$ cat src/hw/ar_result_if_regs.vh
// Constants for the conversion result readout interface
`ifndef AR_RESULT_IF_REGS_VH
`define AR_RESULT_IF_REGS_VH
// ---------------------------------------------------------------
// Timing
// ---------------------------------------------------------------
`define AR_CLK_NS        100
`define AR_CONV_NS       1500
`define AR_CONV_CYC      ((`AR_CONV_NS + `AR_CLK_NS - 1) / `AR_CLK_NS)
`define AR_FAST_HALF     4'h1
`define AR_SLOW_HALF     4'h3
`define AR_SLOW_BITS     5'h04
`define AR_WORD_BITS     5'h10
// ---------------------------------------------------------------
// Serial pin positions on the shared data bus
// ---------------------------------------------------------------
`define AR_M_SDO_BIT     2
`define AR_M_SCK_BIT     3
`define AR_M_SYNC_BIT    4
`define AR_S_SDO_BIT     5
`define AR_S_SCK_BIT     6
`define AR_S_ERR_BIT     7
`define AR_S_CHAIN_BIT   8
`define AR_CFG_LO_BIT    12
// ---------------------------------------------------------------
// Reset values
// ---------------------------------------------------------------
`define AR_RESULT_RST    16'h0000
`define AR_CFG_RST       9'h000
// Synchroniser reset: start strobe, select and read sit at idle high
`define AR_PIN_IDLE      20'h58000
`endif

$ cat src/hw/ar_fifo.v
// Small flip-flop FIFO with valid/ready on both sides
`default_nettype none
module ar_fifo #(
	parameter WIDTH = 16,
	parameter DEPTH = 4,
	parameter AW    = 2
) (
	input  wire             clock_i,   // System clock
	input  wire             rst_i,     // Async reset, active high
	input  wire             flush_i,   // Synchronous flush
	input  wire [WIDTH-1:0] in_data_i, // Write data
	input  wire             in_valid_i,// Write request
	output wire             in_ready_o,// Not full
	output wire [WIDTH-1:0] out_data_o,// Head word
	output wire             out_valid_o,// Not empty
	input  wire             out_ready_i // Reader takes head
);
	reg [WIDTH-1:0] mem_q [0:DEPTH-1];
	reg [AW-1:0]    wr_q;
	reg [AW-1:0]    rd_q;
	reg [AW:0]      cnt_q;
	wire            push;
	wire            pop;
	integer         i;

	assign in_ready_o  = (cnt_q != DEPTH[AW:0]);
	assign out_valid_o = (cnt_q != {(AW+1){1'b0}});
	assign out_data_o  = mem_q[rd_q];
	assign push = in_valid_i & in_ready_o;
	assign pop  = out_valid_o & out_ready_i;

	// Pointers wrap at DEPTH so non-power-of-two depths work
	always @(posedge clock_i or posedge rst_i) begin
		if (rst_i) begin
			wr_q  <= {AW{1'b0}};
			rd_q  <= {AW{1'b0}};
			cnt_q <= {(AW+1){1'b0}};
			for (i = 0; i < DEPTH; i = i + 1)
				mem_q[i] <= {WIDTH{1'b0}};
		end else if (flush_i) begin
			wr_q  <= {AW{1'b0}};
			rd_q  <= {AW{1'b0}};
			cnt_q <= {(AW+1){1'b0}};
		end else begin
			if (push) begin
				mem_q[wr_q] <= in_data_i;
				wr_q <= (wr_q == DEPTH[AW-1:0] - 1'b1) ?
					{AW{1'b0}} : wr_q + 1'b1;
			end
			if (pop)
				rd_q <= (rd_q == DEPTH[AW-1:0] - 1'b1) ?
					{AW{1'b0}} : rd_q + 1'b1;
			if (push & ~pop)
				cnt_q <= cnt_q + 1'b1;
			else if (pop & ~push)
				cnt_q <= cnt_q - 1'b1;
		end
	end
endmodule // ar_fifo
`default_nettype wire

$ cat src/hw/ar_result_if.v
// Conversion result readout interface: parallel and serial host port
// Summary of operation
// Outputs driven only while select and read low
// Reset rise aborts conversion, floats bus
// Reset fall clears state, bus, configuration
// Serial select low parallel, high serial
// Tied-low select and read drive continuously
// Host reads after, or early during, conversion
// Byte swap exchanges low and high bytes
// Serial sends sixteen bits, MSB first
// Serial bit stable across both clock edges; the shifter here changes the bit at the trailing clock edge
// Configuration port only in serial mode
// Internal clock: device drives clock, frame
// Invert inputs flip clock and frame strobe
// Master during conversion: two clock periods
// Master after conversion: busy until shifted
// Divider inputs set fixed serial period
// External clock accepted, gated by select
// Slave reads after or during conversion
// External clock may idle high or low
// Host clock quiet late in conversion
// Output coding offset binary or complement
// Serial functions placed on data lines
// Start falling edge alone begins conversion
// Unfinished slave read pulses overrun flag
// Busy until latched; result loads then
`default_nettype none
`include "ar_result_if_regs.vh"
module ar_result_if #(
	parameter FIFO_DEPTH = 4,
	parameter FIFO_AW    = 2
) (
	input  wire        clock_i,           // 10 MHz system clock
	input  wire        rst_i,             // Async reset, active high
	input  wire        adc_reset_i,       // Device reset pin
	input  wire        conversion_start_n_i, // Start strobe, active low
	input  wire        power_down_input_i,// Power down pin
	input  wire        cs_n_i,            // Chip select, active low
	input  wire        rd_n_i,            // Read enable, active low
	input  wire        serial_select_i,   // High selects serial port
	input  wire        output_coding_select_i, // High straight binary
	input  wire        byte_order_swap_i, // Swap result bytes
	input  wire        external_clock_select_i, // High slave clock
	input  wire        serial_clock_invert_i,   // Invert clock
	input  wire        frame_strobe_invert_i,   // Invert frame strobe
	input  wire        read_during_conversion_i,// Read during conv
	input  wire [1:0]  serial_clock_divider_i,  // Master clock rate
	input  wire [15:0] sar_result_i,      // Core result, binary
	input  wire [15:0] data_i,            // Data bus pin levels
	output reg  [15:0] data_o,            // Data bus drive value
	output reg  [15:0] data_oe_o,         // Data bus drive enables
	output reg         busy_o,            // Conversion busy
	output reg         powered_down_o     // Power down state
);
	// -----------------------------------------------------------
	// Input synchronisers
	// -----------------------------------------------------------
	localparam NS = 20;
	wire [NS-1:0] pin_raw = {adc_reset_i, conversion_start_n_i,
		power_down_input_i, cs_n_i, rd_n_i, serial_select_i,
		output_coding_select_i, byte_order_swap_i,
		external_clock_select_i, serial_clock_invert_i,
		frame_strobe_invert_i, read_during_conversion_i,
		serial_clock_divider_i, data_i[15:12],
		data_i[`AR_S_SCK_BIT], data_i[`AR_S_CHAIN_BIT]};
	reg  [NS-1:0] meta_q;
	reg  [NS-1:0] pin_q;
	// Two stages; only pin_q is read by logic. Active-low pins reset
	// to idle high, else the strobe edge detector sees a false start
	always @(posedge clock_i or posedge rst_i) begin
		if (rst_i) begin
			meta_q <= `AR_PIN_IDLE;
			pin_q  <= `AR_PIN_IDLE;
		end else begin
			meta_q <= pin_raw;
			pin_q  <= meta_q;
		end
	end
	wire       rpin   = pin_q[19];
	wire       cnv_n  = pin_q[18];
	wire       pd     = pin_q[17];
	wire       cs_n   = pin_q[16];
	wire       rd_n   = pin_q[15];
	wire       ser    = pin_q[14];
	wire       ob     = pin_q[13];
	wire       swap   = pin_q[12];
	wire       ext    = pin_q[11];
	wire       inv_ck = pin_q[10];
	wire       inv_fs = pin_q[9];
	wire       read_during_conversion    = pin_q[8];
	wire [1:0] div    = pin_q[7:6];
	wire [3:0] cfg_in = pin_q[5:2];
	wire       sck_in = pin_q[1];
	wire       chain  = pin_q[0];

	// -----------------------------------------------------------
	// Edges and mode decode
	// -----------------------------------------------------------
	reg  rpin_d_q;
	reg  cnv_d_q;
	reg  sck_d_q;
	wire rst_rise = rpin & ~rpin_d_q;
	wire rst_fall = ~rpin & rpin_d_q;
	wire start    = ~cnv_n & cnv_d_q & ~rpin;
	wire master   = ser & ~ext;
	wire slave    = ser & ext;
	wire read_en  = ~cs_n & ~rd_n & ~rpin;
	// Gate the host clock with select; edge polarity follows invert
	wire sck_g    = sck_in & ~cs_n;
	wire sck_act  = slave & ~cs_n & (sck_g != sck_d_q)
		& (sck_g == inv_ck);

	// Coding: core gives offset binary, complement flips the MSB
	function [15:0] code;
		input [15:0] raw;
		input        straight;
		begin
			code = {raw[15] ^ ~straight, raw[14:0]};
		end
	endfunction

	// -----------------------------------------------------------
	// Conversion sequencer
	// -----------------------------------------------------------
	localparam S_IDLE = 2'h0;
	localparam S_CONV = 2'h1;
	localparam S_SEND = 2'h2;
	localparam integer CONV_CYC_I = `AR_CONV_CYC;
	localparam [7:0]   CONV_CYC   = CONV_CYC_I[7:0];
	reg  [1:0]  st_q;
	reg  [7:0]  cc_q;
	reg  [15:0] out_q;
	reg  [8:0]  cfg_q;
	reg  [15:0] sh_q;
	reg  [4:0]  bits_q;
	reg  [3:0]  hc_q;
	reg         sck_q;
	reg         pend_q;
	reg         err_q;
	wire        f_ready;
	wire        f_valid;
	wire [15:0] f_data;
	wire        conv_end = (st_q == S_CONV) && (cc_q == 8'h01);
	// Results wait in the FIFO; while full, new starts are refused
	wire        f_push   = conv_end;
	wire        f_pop    = f_valid & (bits_q == 5'h00);

	ar_fifo #(
		.WIDTH (16),
		.DEPTH (FIFO_DEPTH),
		.AW    (FIFO_AW)
	) u_fifo (
		.clock_i     (clock_i),
		.rst_i       (rst_i),
		.flush_i     (rst_fall),
		.in_data_i   (code(sar_result_i, ob)),
		.in_valid_i  (f_push),
		.in_ready_o  (f_ready),
		.out_data_o  (f_data),
		.out_valid_o (f_valid),
		.out_ready_i (f_pop)
	);

	// Start only on the strobe edge; power down cannot abort it
	always @(posedge clock_i or posedge rst_i) begin
		if (rst_i) begin
			st_q     <= S_IDLE;
			cc_q     <= 8'h00;
			rpin_d_q <= 1'b0;
			cnv_d_q  <= 1'b1;
			sck_d_q  <= 1'b0;
			busy_o   <= 1'b0;
			powered_down_o <= 1'b0;
		end else begin
			rpin_d_q <= rpin;
			cnv_d_q  <= cnv_n;
			sck_d_q  <= sck_g;
			if (st_q != S_CONV)
				powered_down_o <= pd;
			case (st_q)
			S_IDLE: begin
				if (start & f_ready & ~pd) begin
					st_q <= S_CONV;
					cc_q <= CONV_CYC;
					busy_o <= 1'b1;
				end
			end
			S_CONV: begin
				cc_q <= cc_q - 8'h01;
				if (conv_end) begin
					// Master after-conversion keeps busy for shifting
					if (master & ~read_during_conversion) begin
						st_q <= S_SEND;
					end else begin
						st_q <= S_IDLE;
						busy_o <= 1'b0;
					end
				end
			end
			S_SEND: begin
				if (~f_valid && bits_q == 5'h00) begin
					st_q <= S_IDLE;
					busy_o <= 1'b0;
				end
			end
			default: st_q <= S_IDLE;
			endcase
			if (rst_rise) begin
				st_q   <= S_IDLE;
				busy_o <= 1'b0;
			end
		end
	end

	// -----------------------------------------------------------
	// Result register, configuration and serial shifter
	// -----------------------------------------------------------
	wire [3:0] half = (master & read_during_conversion) ?
		((bits_q > `AR_SLOW_BITS) ? `AR_FAST_HALF : `AR_SLOW_HALF)
		: (4'h1 << div);
	wire load_m = master & ~read_during_conversion & f_pop;
	wire load_r = master & read_during_conversion & start & f_ready & (st_q == S_IDLE);
	always @(posedge clock_i or posedge rst_i) begin
		if (rst_i) begin
			out_q  <= `AR_RESULT_RST;
			cfg_q  <= `AR_CFG_RST;
			sh_q   <= 16'h0000;
			bits_q <= 5'h00;
			hc_q   <= 4'h0;
			sck_q  <= 1'b0;
			pend_q <= 1'b0;
			err_q  <= 1'b0;
		end else if (rst_fall) begin
			out_q  <= `AR_RESULT_RST;
			cfg_q  <= `AR_CFG_RST;
			sh_q   <= 16'h0000;
			bits_q <= 5'h00;
			sck_q  <= 1'b0;
			pend_q <= 1'b0;
			err_q  <= 1'b0;
		end else begin
			err_q <= 1'b0;
			if (f_pop)
				out_q <= f_data;
			// Configuration nibble sampled only in serial mode
			if (ser & ~rpin)
				cfg_q <= {cfg_q[4:0], cfg_in};
			if (load_m | load_r) begin
				sh_q   <= load_m ? f_data : out_q;
				bits_q <= `AR_WORD_BITS;
				hc_q   <= 4'h0;
				sck_q  <= 1'b0;
			end else if (master && bits_q != 5'h00) begin
				if (hc_q == half - 4'h1) begin
					hc_q  <= 4'h0;
					sck_q <= ~sck_q;
					// Data moves only at the falling edge, after the high half
					if (sck_q) begin
						sh_q   <= {sh_q[14:0], 1'b0};
						bits_q <= bits_q - 5'h01;
					end
				end else begin
					hc_q <= hc_q + 4'h1;
				end
			end else if (slave) begin
				if (f_pop) begin
					sh_q   <= f_data;
					bits_q <= `AR_WORD_BITS;
				end else if (sck_act && read_en && bits_q != 5'h00) begin
					sh_q   <= {sh_q[14:0], chain};
					bits_q <= bits_q - 5'h01;
				end
			end
			// Slave read-during: overrun if word unfinished at end
			if (slave & read_during_conversion & start & (bits_q != 5'h00))
				pend_q <= 1'b1;
			if (conv_end) begin
				pend_q <= 1'b0;
				err_q  <= pend_q & (bits_q != 5'h00);
			end
		end
	end

	// -----------------------------------------------------------
	// Pin drive
	// -----------------------------------------------------------
	reg [15:0] d_d;
	reg [15:0] oe_d;
	always @* begin
		d_d  = 16'h0000;
		oe_d = 16'h0000;
		if (~ser) begin
			d_d  = swap ? {out_q[7:0], out_q[15:8]} : out_q;
			oe_d = {16{read_en}};
		end else if (master) begin
			d_d[`AR_M_SDO_BIT]  = sh_q[15];
			d_d[`AR_M_SCK_BIT]  = sck_q ^ inv_ck;
			d_d[`AR_M_SYNC_BIT] = (bits_q != 5'h00) ^ inv_fs;
			oe_d[`AR_M_SYNC_BIT:`AR_M_SDO_BIT] = {3{read_en}};
		end else begin
			d_d[`AR_S_SDO_BIT] = sh_q[15];
			d_d[`AR_S_ERR_BIT] = err_q;
			oe_d[`AR_S_SDO_BIT] = read_en;
			oe_d[`AR_S_ERR_BIT] = read_en;
		end
	end
	// Registered so pins never glitch off decode
	always @(posedge clock_i or posedge rst_i) begin
		if (rst_i) begin
			data_o    <= 16'h0000;
			data_oe_o <= 16'h0000;
		end else begin
			data_o    <= d_d;
			data_oe_o <= rpin ? 16'h0000 : oe_d;
		end
	end
endmodule // ar_result_if
`default_nettype wire

$ cat config.mk
export PLATFORM = sky130hd
export DESIGN_NAME = ar_result_if
export DESIGN_NICKNAME = d
export VERILOG_FILES = /design/src/hw/ar_fifo.v /design/src/hw/ar_result_if.v
export VERILOG_INCLUDE_DIRS = /design/src /design/src/hw
export SDC_FILE = /design/constraint.sdc
export NUM_CORES = 1
export LEC_CHECK = 0
export ABC_AREA = 1
export BUFFER_PORTS_ARGS = -buffer_cell sky130_fd_sc_hd__buf_2
export CORE_AREA = 5 5 132 134
export DETAILED_ROUTE_END_ITERATION = 8
export DIE_AREA = 0 0 137 139
export GPL_ROUTABILITY_DRIVEN = 0
export PLACE_DENSITY_LB_ADDON = 0.08
export SLEW_MARGIN = 20
export SYNTH_ARGS = -nofsm -noshare
export SYNTH_HDL_FRONTEND = slang
export SYNTH_SLANG_ARGS = --single-unit
$ cat constraint.sdc
create_clock -name clock_i -period 5.7 [get_ports clock_i]
set_input_delay 0.285 -clock clock_i [delete_from_list [all_inputs] [get_ports clock_i]]
set_output_delay 0.285 -clock clock_i [all_outputs]
set_load 0.1 [all_outputs]
# After elaboration in Yosys (flattened, before gate mapping)
# Cells that the tools add are included.
[word_totals]
ff_bits = 202
input_bits = 48
output_inout_bits = 34
[op_classes]
n_addsub = 8
order_cmp = 4
eq_ne = 17
shifts = 1
mux = 79
bitwise = 49
reduce_logical = 29
[ops]
columns = ["operator", "n"]
rows = [
  ["2-to-1 mux 16 bit", 16],
  ["bitwise mux 64 bit", 1],
  ["2-to-1 mux 5 bit", 8],
  ["binary-select mux 16 bit (select 2 bit)", 1],
  ["demux 16 bit (select 2 bit)", 1],
  ["AND 1 bit", 29],
  ["2-to-1 mux 2 bit", 14],
  ["2-to-1 mux 4 bit", 6],
  ["2-to-1 mux 8 bit", 3],
  ["2-to-1 mux 1 bit", 21],
  ["one-hot mux 8 bit (2 select lines)", 1],
  ["2-to-1 mux 3 bit", 5],
  ["nonzero test 3 bit", 5],
  ["inverter 1 bit", 14],
  ["!= test 3 bit, second input constant", 4],
  ["nonzero test 2 bit", 5],
  ["nonzero test 5 bit", 2],
  ["== test 8 x 1 -> 1 bit, second input constant", 1],
  ["AND reduction 2 bit", 4],
  ["nonzero test 4 bit", 2],
  ["subtractor 8 x 1 -> 8 bit, second input constant", 1],
  ["== test 2 bit, second input constant", 3],
  [">= comparator 3 bit, second input constant", 2],
  ["logical AND 1 bit", 6],
  ["28 further kinds", 32],
]

# Logic depth before layout (Yosys ltp)
# Gate-level depths: netlist of run 1.
[logic_depth]
word_depth = 13
mapped_depth = 18
mapped_depth_nobuf = 18

# Hierarchy
# A second synthesis of run 1 with hierarchy kept.
[hier_totals]
hier_cells = 1043
area_unflattened_um2 = 9058.7
[by_module_without_submodules]
columns = ["mod", "n_inst", "cells_per_inst", "area_per_inst_um2", "seq_area_each_um2"]
rows = [
  ["ar_result_if", 1, 667, 5640.4, 2761.4],
  ["ar_fifo", 1, 376, 3418.3, 1776.7],
]

# Worst setup path before layout of run 1
# Ideal clock, no wire load.
[synth_path]
path_type = "reg2reg"
startpoint = "reg bits_q[0]"
endpoint = "reg u_fifo.cnt_q[2]"
setup_time_ps = 117
t_arrival_ps = 2037
t_required_ps = 5583
slack_ps = 3546
stages_incl_launch_ff = 16
synth_period_minus_slack_ps = 2154
cell_sequence = "dfrtp_1 > inv_1 > ha_1 > nand2_2 > nor2_8 > nand2_4 > nand3_1 > inv_1 > fa_1 > xnor2_1 > inv_1 > nand4_1 > nand2_1 > inv_1 > nand2_1 > nand2_1"
[synth_via]
elab_chain_len = 7
word_cells_on_any_way = 9
[synth_lines]
columns = ["element", "line", "text"]
rows = [
  ["start: declaration", "ar_result_if.v:135", "reg [4:0] bits_q;"],
  ["start signal: assignment", "ar_result_if.v:250", "bits_q <= `AR_WORD_BITS;"],
  ["start signal: assignment", "ar_result_if.v:260", "bits_q <= bits_q - 5'h01;"],
  ["start signal: assignment", "ar_result_if.v:268", "bits_q <= `AR_WORD_BITS;"],
  ["logical NOT 5 bit *", "ar_result_if.v:146", "wire f_pop = f_valid & (bits_q == 5'h00);"],
  ["AND 1 bit *", "ar_result_if.v:146", ""],
  ["AND 1 bit *", "ar_fifo.v:30", "assign pop = out_valid_o & out_ready_i;"],
  ["inverter 1 bit", "ar_fifo.v:53", "if (push & ~pop)"],
  ["AND 1 bit", "ar_fifo.v:53", ""],
  ["2-to-1 mux 3 bit", "ar_fifo.v:53", ""],
  ["2-to-1 mux 3 bit", "ar_fifo.v:40", "end else if (flush_i) begin"],
  ["end signal: assignment", "ar_fifo.v:43", "cnt_q <= {(AW+1){1'b0}};"],
  ["end signal: assignment", "ar_fifo.v:54", "cnt_q <= cnt_q + 1'b1;"],
  ["end signal: assignment", "ar_fifo.v:56", "cnt_q <= cnt_q - 1'b1;"],
  ["end: declaration", "ar_fifo.v:21", "reg [AW:0] cnt_q;"],
]
# Mark *: on every way between the ends. The rest lies on a longest branch, timed or not.
# A chain may end at the register's enable or synchronous reset.

# Worst setup path after layout of run 1
[layout_path]
startpoint = "reg bits_q[0]"
endpoint = "reg sh_q[15]"
[layout_via]
elab_chain_len = 7
word_cells_on_any_way = 23
[layout_lines]
columns = ["element", "line", "text"]
rows = [
  ["greater-than comparator 5 x 3 -> 1 bit (no line) or logical NOT 5 bit (tied branches)", "-", ""],
  ["2-to-1 mux 2 bit (no line) or AND 1 bit (tied branches)", "-", ""],
  ["2-to-1 mux 4 bit or 2-to-1 mux 16 bit (tied branches)", "ar_result_if.v:218, ar_result_if.v:266", ""],
  ["subtractor 4 x 1 -> 4 bit or 2-to-1 mux 16 bit (tied branches)", "ar_result_if.v:254, ar_result_if.v:265", ""],
  ["== test 4 bit or 2-to-1 mux 16 bit (tied branches)", "ar_result_if.v:254, ar_result_if.v:253", ""],
  ["!= test 4 x 3 -> 1 bit (no line) or 2-to-1 mux 16 bit (tied branches)", "-", ""],
  ["AND reduction 4 bit (no line) or 2-to-1 mux 16 bit (tied branches)", "-", ""],
  ["end signal: assignment", "ar_result_if.v:249", "sh_q <= load_m ? f_data : out_q;"],
  ["end signal: assignment", "ar_result_if.v:259", "sh_q <= {sh_q[14:0], 1'b0};"],
  ["end signal: assignment", "ar_result_if.v:267", "sh_q <= f_data;"],
  ["end: declaration", "ar_result_if.v:134", "reg [15:0] sh_q;"],
]
# Parallel ways exist; a longest one is shown, timed or not. The select of a mux whose other input is x is not followed.

==> results.toml, run 1 <==
[synth]
ys_types = 39
synth_top_area_frac = 0.503
synth_seq_cells = 181
ys_seq_area_frac = 0.525
synth_area_leaders = "dfrtp_1, nand2_1, inv_1, o21ai_1, o21ai_0"
yosysMostFrequentCell = "nand2_1"
synthCells = 1028
synthFlopType = "dfrtp_1"
synth_commonest_cells = "nand2_1, dfrtp_1, inv_1"
syn_area_um2 = 8650
syn-num-nets = 1091
synth_edf_count = 0
async_reset_ff_frac = 1.00
ys.warnings.count = 0
yosysTopAreaCell = "dfrtp_1"
syn_area_per_cell_um2 = 8.42

[power]
p_leak_nw = 5.12
powerDensity_nw_per_um2 = 463
ir_worst_vdd_mv = 0.250

[floorplanning]
dieArea_um2 = 19000
start_util = 0.535
fp.dieW_um = 137
row_count = 47
io_pins = 82
core_area_um2 = 16200
fp.dieH_um = 139

[sta]
post-route-period-util = 0.505
rsz0062_at_grt = "no"
finalHoldViolCount = 0
min_period_ps = 2880
drv_slew = 0
finalSetupTns_ps = 0
skew_ps = 11.4
slew_headroom = 0.482
worst_slew_pin_slew_ps = 774
max_freq_mhz = 348
final-setup-viol-count = 0

[clock_tree]
cts_root_buf = "clkbuf_16"
clock_latency_ps = 430
post_cts_buffers = 0
clk_transition_reported_paths_ps = 70
cts_made_buffers = 17
cts_tree = "yes"
htree_num_levels = 4
clock_sinks = 181
cts.path.max_buffers = 2
cts_resized = 0

[setup_path]
crit_required_ps = 6010
crit_start = "bits_q[0]$_DFFE_PP0P_"
crit_type = "register to register"
rr_startpoint = "bits_q[0]$_DFFE_PP0P_"
critPathCaptureType = "register"
crit_path_max_fanout = 33
worstPathArrival_ps = 3190
start_kind = "register"

[grt]
grt_pass1_vias = 6314
grt_pass1_wl_um = 32400
overflow = 0
antenna_found_initial = 0
grtUsageTotal = 0.214
grt_max_degree = 79

[finish]
drive_above_1_share = 0.145
antenna_cells = 0
syn_to_final_growth_pct = 12.7
layout.nets = 1146
final_cell_area_um2 = 9750

[outcome]
status = "complete, no violations"

[route]
vias_per_cell = 5.11
dr_total_vias = 6724
wl_per_cell_um = 14.8
ant_nets = 0
drt_pass1_iterations = 5
drt_iter0_drc = 543
drt_wl_total_um = 19400
drc = 0

[place]
place_hpwl_um = 12800
io_buffers = 67
placed_area_um2 = 8970

[worst_hold_path]
hold_start = "sar_result_i[4]"
hp-class = "input pin to register"

[flow_run]
maxCapViolations = 0
-- per-stage QoR --
stage               hold WS [ps]  power [W]  cells  utilization  setup slack, ps
global route                 149    0.00483   1316        0.603             2540
floorplan                    289    0.00296   1028            -              511
detailed placement           335    0.00331   1267        0.555             2840
CTS                          140    0.00454   1316        0.603             2830
global placement             333    0.00329   1267        0.555             2850
finish                       150    0.00451   1316        0.603             2820
-- metal layers --
layer	track usage	wire length [um]	vias up
met5	0	0	-
met2	0.324	8750	206
met3	0.0410	1220	27
met1	0.312	9100	3107
li1	-	-	3384
met4	0.0678	362	0
-- cell usage in the layout, fill, tap and decap left out, drive strengths merged --
master,instances
a21boi,1
a21oi,23
a31oi,3
buf,71
bufinv,3
clkbuf,20
clkinv,8
clkinvlp,1
dfrtp,174
dfstp,7
dlygate4sd3,17
fa,1
ha,14
inv,111
nand2,317
nand3,65
nand3b,2
nand4,12
nor2,58
nor3,5
nor4,2
o211ai,2
o21a,1
o21ai,148
o22ai,7
o31ai,4
or2,7
xnor2,4
xor2,8
-- sequential cells by signal, indices dropped and copies added (netlist names), 3 cells and up --
| signal | count |
|---|---|
| u_fifo.mem_q | 64 |
| data_o | 16 |
| meta_q | 16 |
| out_q | 16 |
| pin_q | 16 |
| sh_q | 16 |
| cc_q | 8 |
| bits_q | 5 |
| hc_q | 4 |
| data_oe_o | 3 |
| u_fifo.cnt_q | 3 |
-- power by group --
group	internal, W	switching (W)	total (W)
combinational	0.000477	0.00113	0.00160
sequential	0.00153	0.000175	0.00170
clock	0.000714	0.000491	0.00120
total	0.00272	0.00179	0.00451
-- critical path: stages (launching register included) --
cell	delay, ps
dfrtp_1	380
inv_1	110
ha_1	230
nor2_1	70
nor3_1	180
a31oi_1	70
ha_1	290
o21ai_0	150
a21oi_1	70
nand4_1	90
nand2_1	70
nand2_2	570
inv_2	250
nand2_1	140
nand2_1	50
-- layout make-up --
class                      instances  area (um^2)
tap                              220          275
clock inverter                    12          153
timing repair buffer              88          536
multi-input combinational        684         3370
inverter                         111          422
sequential                       181         4540
fill                            1473         6420
clock buffer                      20          457
-- final timing paths --
path / end / slack [ps] / cells past startpoint
worst max-delay path: sh_q[15]$_DFFE_PP0P_ / 2820 / 14
worst min-delay path: u_fifo.mem_q[36]$_DFFE_PP0P_ / 150 / 3
worst max register to register: sh_q[15]$_DFFE_PP0P_ / 2820 / 14
worst min register to register: pin_q[17]$_DFF_PP0_ / 350 / 0
max in group asynchronous: data_o[12]$_DFF_PP0_ / 3990 / 4
min in group asynchronous: u_fifo.mem_q[26]$_DFFE_PP0P_ / 520 / 3
-- kinds of logic (layout without fill, tap and decap cells) --
family / count (synthesis) / in the layout / synth area share
and+or+nand+nor: 468 / 468 / 0.237
AOI/OAI and AO/OA: 189 / 189 / 0.118
DFF: 181 / 181 / 0.525
buffers and inverters: 163 / 231 / 0.0858
xor gates and xnor gates: 12 / 12 / 0.0121
adders and majority gates: 15 / 15 / 0.0226
-- what timing repair did --
item,CTS,global route
hold buffers,17,0
endpoints found under the hold margin,24,0
setup endpoints to repair,0,0
No activity file was read; power rests on OpenSTA's default activity.
==> run 2: changes to the inputs <==
--- a/config.mk
+++ b/config.mk
@@ -8,9 +8,9 @@
 export LEC_CHECK = 0
 export ABC_AREA = 1
 export BUFFER_PORTS_ARGS = -buffer_cell sky130_fd_sc_hd__buf_2
-export CORE_AREA = 5 5 132 134
+export CORE_AREA = 5 5 133 135
 export DETAILED_ROUTE_END_ITERATION = 8
-export DIE_AREA = 0 0 137 139
+export DIE_AREA = 0 0 138 140
 export GPL_ROUTABILITY_DRIVEN = 0
 export PLACE_DENSITY_LB_ADDON = 0.08
 export SLEW_MARGIN = 20
==> constraint.sdc (replaced) <==
create_clock -name clock_i -period 2.3 [get_ports clock_i]
set_input_delay 0.115 -clock clock_i [delete_from_list [all_inputs] [get_ports clock_i]]
set_output_delay 0.115 -clock clock_i [all_outputs]
set_load 0.1 [all_outputs]
==> run 2 against run 1 <==
  * Global-route usage barely moved
  * Critical path type unchanged
  * Power grew to 2.6 times the previous value
  * Critical path depth unchanged
==> results.toml, run 2 (synthesis gave the netlist of run 1 again) <==
[clock_tree]
cts_made_buffers = 17
htree_num_levels = 4
clk_transition_reported_paths_ps = 60
clock_sinks = 181
cts.path.max_buffers = 2
clock_latency_ps = 430
cts_tree = "yes"
cts_root_buf = "clkbuf_16"

[place]
io_buffers = 67
dpl.cell_count = 1299
place_ws_ps = 37.8
placed_area_um2 = 9250
place_hpwl_um = 13600

[power]
p_seq_frac = 0.357
p_leak_nw = 5.42
powerDensity_nw_per_um2 = 1130
p_clk_frac = 0.267
intPower_w = 0.00729
p_sw_w = 0.00451
pwr-share-comb = 0.377
swShare = 0.382
ir_worst_vdd_mv = 0.645

[setup_path]
crit_path_max_fanout = 10
critPathCaptureType = "register"
crit_required_ps = 2620
r2r_setup_slack_ps = 90
crit_type = "register to register"
worstPathArrival_ps = 2530
start_kind = "register"

[worst_hold_path]
hp-class = "input pin to register"

[grt]
grtUsageTotal = 0.214
grt_max_degree = 63
grt_pass1_wl_um = 33900
antenna_found_initial = 0
grt_pass1_vias = 6676
overflow = 0

[sta]
max_freq_mhz = 453
worst_slew_pin_slew_ps = 532
min_period_ps = 2210
post-route-period-util = 0.960
fin_ws_ps = 91.5
skew_ps = 7.59
slew_headroom = 0.644
final-setup-viol-count = 0
drv_slew = 0
holdWs_ps = 56.4
finalHoldViolCount = 0
finalSetupTns_ps = 0

[finish]
largest_reg_flops = 64
antenna_cells = 0
final_cell_area_um2 = 10400
layout.nets = 1202
regMostFlops = "u_fifo.mem_q"
stdcell_count = 1370
syn_to_final_growth_pct = 20.2
mostFrequentLayoutCells = "nand2_1, dfrtp_1, inv_1"
final_common_cell = "nand2_1"
drive_above_1_share = 0.184

[route]
vias_per_cell = 4.99
wl_per_cell_um = 14.6
drt_iter0_drc = 399
dr_total_vias = 6841
drt_wl_total_um = 20000
ant_nets = 0
drt_pass1_iterations = 4
drc = 0

[flow_run]
maxCapViolations = 0

[floorplanning]
core_area_um2 = 16300
fp.dieH_um = 140
row_count = 47
io_pins = 82
dieArea_um2 = 19300
fp.dieW_um = 138
start_util = 0.529

[outcome]
status = "complete, no violations"
==> run 2: cell types whose count changed in the layout (fill, tap and decap cells not counted), moves of 3 or more <==
cell           previous run  this run
buf_4                     4        38
dlygate4sd3_1            17        32
buf_12                    0         5
inv_1                   101        98
nand2_1                 306       303
nor2_1                   52        49
==> run 2: stage by stage <==
stage	util	total power [W]
floorplan	-	0.00734
global placement	0.566	0.00833
detailed placement	0.566	0.00837
CTS	0.625	0.0116
global route	0.636	0.0126
finish	0.636	0.0118
==> run 2: path summary, 6_finish.rpt <==
check	from	end	depth (start not counted)
max in group asynchronous	rst_i	data_o[13]$_DFF_PP0_	4
setup reg to reg	bits_q[1]$_DFFE_PP0P_	bits_q[3]$_DFFE_PP0P_	14
setup / recovery	bits_q[1]$_DFFE_PP0P_	bits_q[3]$_DFFE_PP0P_	14
hold reg to reg	meta_q[13]$_DFF_PP0_	pin_q[13]$_DFF_PP0_	0
min in group asynchronous	rst_i	u_fifo.mem_q[16]$_DFFE_PP0P_	3
hold / removal	sar_result_i[15]	u_fifo.mem_q[47]$_DFFE_PP0P_	3
==> run 2: repair_timing <==
action / in CTS / in global routing
hold buffers: 32 / 0
hold endpoints to repair: 86 / 0
setup buffers: 1 / 6
resized for setup: 1 / 26
endpoints found under the setup margin: 1 / 26
cloned: 0 / 2
pin swaps: 0 / 10
==> run 2: power by group through the flow <==
| stage | combinational [W] | sequential, W | clock [W] |
|---|---|---|---|
| 2_1_floorplan | 0.00274 | 0.00460 | 0 |
| 3_3_place_gp | 0.00408 | 0.00424 | 0 |
| 3_5_place_dp | 0.00412 | 0.00425 | 0 |
| 4_1_cts | 0.00421 | 0.00420 | 0.00321 |
| 5_1_grt | 0.00500 | 0.00428 | 0.00333 |
| 6_report | 0.00444 | 0.00421 | 0.00315 |
==> run 2: area by class of cell <==
type,instances,area (um^2)
clock buffers,21,460
clock inverters,9,176
multi-input cells,684,3440
inverters,111,423
repair buffers,144,1090
well taps,220,275
flip-flops and latches,181,4540
fillers,1459,5950
==> run 2: layer usage <==
metal  global-route usage  wire length (um)
met5                    0                 0
met4               0.0692               413
met3               0.0457              1050
met2                0.338              9210
met1                0.299              9360
==> run 2: critical path: stages (launching register included) <==
cell and delay, ps:
dfrtp_1 380, inv_2 100, ha_4 170, nor2_4 30, nor3_2 150, a31oi_1 60
ha_2 340, o21ai_1 70, a21oi_2 130, nand4_1 110, nand2_2 140, nand2_8 110
buf_12 160, nand2_1 70, o21ai_2 60
==> run 3: changes to the inputs <==
--- a/config.mk
+++ b/config.mk
@@ -7,10 +7,11 @@
 export NUM_CORES = 1
 export LEC_CHECK = 0
 export ABC_AREA = 1
-export BUFFER_PORTS_ARGS = -buffer_cell sky130_fd_sc_hd__buf_2
-export CORE_AREA = 5 5 133 135
+export CAP_MARGIN = 20
+export CORE_AREA = 5 5 132 134
 export DETAILED_ROUTE_END_ITERATION = 8
-export DIE_AREA = 0 0 138 140
+export DIE_AREA = 0 0 137 139
+export DONT_BUFFER_PORTS = 1
 export GPL_ROUTABILITY_DRIVEN = 0
 export PLACE_DENSITY_LB_ADDON = 0.08
 export SLEW_MARGIN = 20
==> run 3 against run 2 <==
  * Cell area down 4.2%
  * Wire length is 3.2% lower
  * Register-to-register slack worse by 40 ps
  * Sequential share of layout area rose by 2.0 points
  * Clock power fell by 8.3%
  * Critical path depth unchanged
  * Combinational power shrank 13%
  * Non-clock buffer count decreased by 66
  * Via count is 1.9% lower
  * Global-route usage down 0.23 points
  * Setup slack got worse by 39 ps
  * Critical path type unchanged
  * Critical endpoint is now bits_q[4]$_DFFE_PP0P_
  * Largest cell class unchanged
  * Largest power group is now registers
  * Highest routed layer unchanged
==> results.toml, run 3 (synthesis gave the netlist of run 1 again) <==
[floorplanning]
dieArea_um2 = 19000
start_util = 0.535
core_area_um2 = 16200
row_count = 47
io_pins = 82
fp.dieW_um = 137
fp.dieH_um = 139

[finish]
layout.nets = 1136
stdcell_count = 1306
multi_input_area_um2 = 3390
drive_above_1_share = 0.127
largest_reg_flops = 64
regMostFlops = "u_fifo.mem_q"
nFillCells = 1426
area.sequential_um2 = 4540
mostFrequentLayoutCells = "nand2_1, dfrtp_1, inv_1"
syn_to_final_growth_pct = 15.2
final_common_cell = "nand2_1"
antenna_cells = 0

[clock_tree]
clk_transition_reported_paths_ps = 70
cts_made_buffers = 17
cts_tree = "yes"
cts.path.max_buffers = 2
cts_root_buf = "clkbuf_16"
htree_num_levels = 4
clock_latency_ps = 430
clock_sinks = 181

[sta]
worst_slew_pin_slew_ps = 936
final-setup-viol-count = 0
max_freq_mhz = 445
slew_headroom = 0.378
skew_ps = 7.19
min_period_ps = 2250
drv_slew = 0
rsz0062_at_grt = "yes"
finalHoldViolCount = 0
post-route-period-util = 0.977

[setup_path]
start_kind = "register"
critPathCaptureType = "register"
crit_required_ps = 2610
crit_path_max_fanout = 7
worstPathArrival_ps = 2560
crit_type = "register to register"

[outcome]
status = "complete, no violations"

[place]
dpl.cell_count = 1239
io_buffers = 0
place_hpwl_um = 13300

[route]
ant_nets = 0
dr_total_vias = 6712
wl_per_cell_um = 14.9
drt_iter0_drc = 377
drc = 0
vias_per_cell = 5.14
drt_wl_total_um = 19400
drt_pass1_iterations = 5

[power]
ir_worst_vdd_mv = 0.693
fin_total_pwr_w = 0.0113
powerDensity_nw_per_um2 = 1130
p_leak_nw = 5.08

[grt]
grt_max_degree = 91
overflow = 0
grt_pass1_vias = 6374
antenna_found_initial = 0
grt_pass1_wl_um = 32300
grtUsageTotal = 0.212

[flow_run]
maxCapViolations = 0

[worst_hold_path]
hp-class = "input pin to register"
==> run 3: changes by cell type in the layout (fill, tap and decap cells not counted), moves of 3 or more <==
cell	previous run	this run
nor2_1	49	52
inv_6	0	3
dfrtp_1	174	171
buf_2	67	0
bufinv_16	5	2
==> run 3: path summary, 6_finish.rpt <==
check	from	to	slack, ps	cells after the start
hold reg to reg	meta_q[13]$_DFF_PP0_	pin_q[13]$_DFF_PP0_	350	0
max in group asynchronous	rst_i	data_oe_o[14]$_DFF_PP0_	1550	3
setup reg to reg	bits_q[1]$_DFFE_PP0P_	bits_q[4]$_DFFE_PP0P_	50	14
setup / recovery	bits_q[1]$_DFFE_PP0P_	bits_q[4]$_DFFE_PP0P_	50	14
min in group asynchronous	rst_i	u_fifo.mem_q[9]$_DFFE_PP0P_	300	3
hold / removal	cs_n_i	meta_q[16]$_DFF_PP1_	230	1
==> run 3: routing by layer <==
metal / share of wire / up-vias / GRT usage
met2: 0.47 / 172 / 0.336
met5: 0 / - / 0
li1: - / 3371 / -
met3: 0.052 / 20 / 0.0406
met4: 0.014 / 0 / 0.0604
met1: 0.46 / 3149 / 0.297
==> run 3: area by class of cell <==
| type | count | area share |
|---|---|---|
| timing repair buffer | 78 | 0.0745 |
| tap | 220 | 0.0276 |
| inverter | 111 | 0.0425 |
| clock buffer | 22 | 0.0466 |
| multi-input combinational | 684 | 0.340 |
| clock inverter | 10 | 0.0123 |
| sequential | 181 | 0.456 |
==> run 3: worst max-delay path, stage by stage, from the launching register on <==
cell and delay (ps):
dfrtp_1 390, inv_2 90, ha_4 140, nor2_1 40, nor3_1 170, a31oi_1 70, ha_1 310, o21ai_0 100
a21oi_1 180, nand4_1 140, nand2_2 100, nand2_4 100, buf_4 180, nand2_1 70, o21ai_2 50
==> run 3: timing repair <==
action,4_1_cts,5_1_grt
pin swaps,0,1
setup endpoints to repair,7,22
setup buffers,0,2
resized for setup,1,7
hold buffers,33,0
hold endpoints to repair,254,0
==> run 3: where the power goes <==
group / leakage (nW) / switching, W / internal (W)
Combinational: 2.76 / 0.00249 / 0.00136
Sequential: 2.03 / 0.000765 / 0.00379
Clock: 0.289 / 0.00122 / 0.00167
Total: 5.08 / 0.00447 / 0.00682
==> run 3: metrics by stage <==
stage | setup slack [ps] | hold slack [ps] | cell area, um^2 | setup TNS [ps] | util
6_report | 52.2 | 229 | 9960 | 0 | 0.616
5_1_grt | -81.6 | 219 | 9960 | -1270 | 0.616
4_1_cts | 7.14 | 215 | 9920 | 0 | 0.614
3_5_place_dp | 13.7 | 120 | 9000 | 0 | 0.557
3_3_place_gp | 78.0 | 120 | 9000 | 0 | 0.557
2_1_floorplan | -132 | 119 | 8650 | -22940 | -
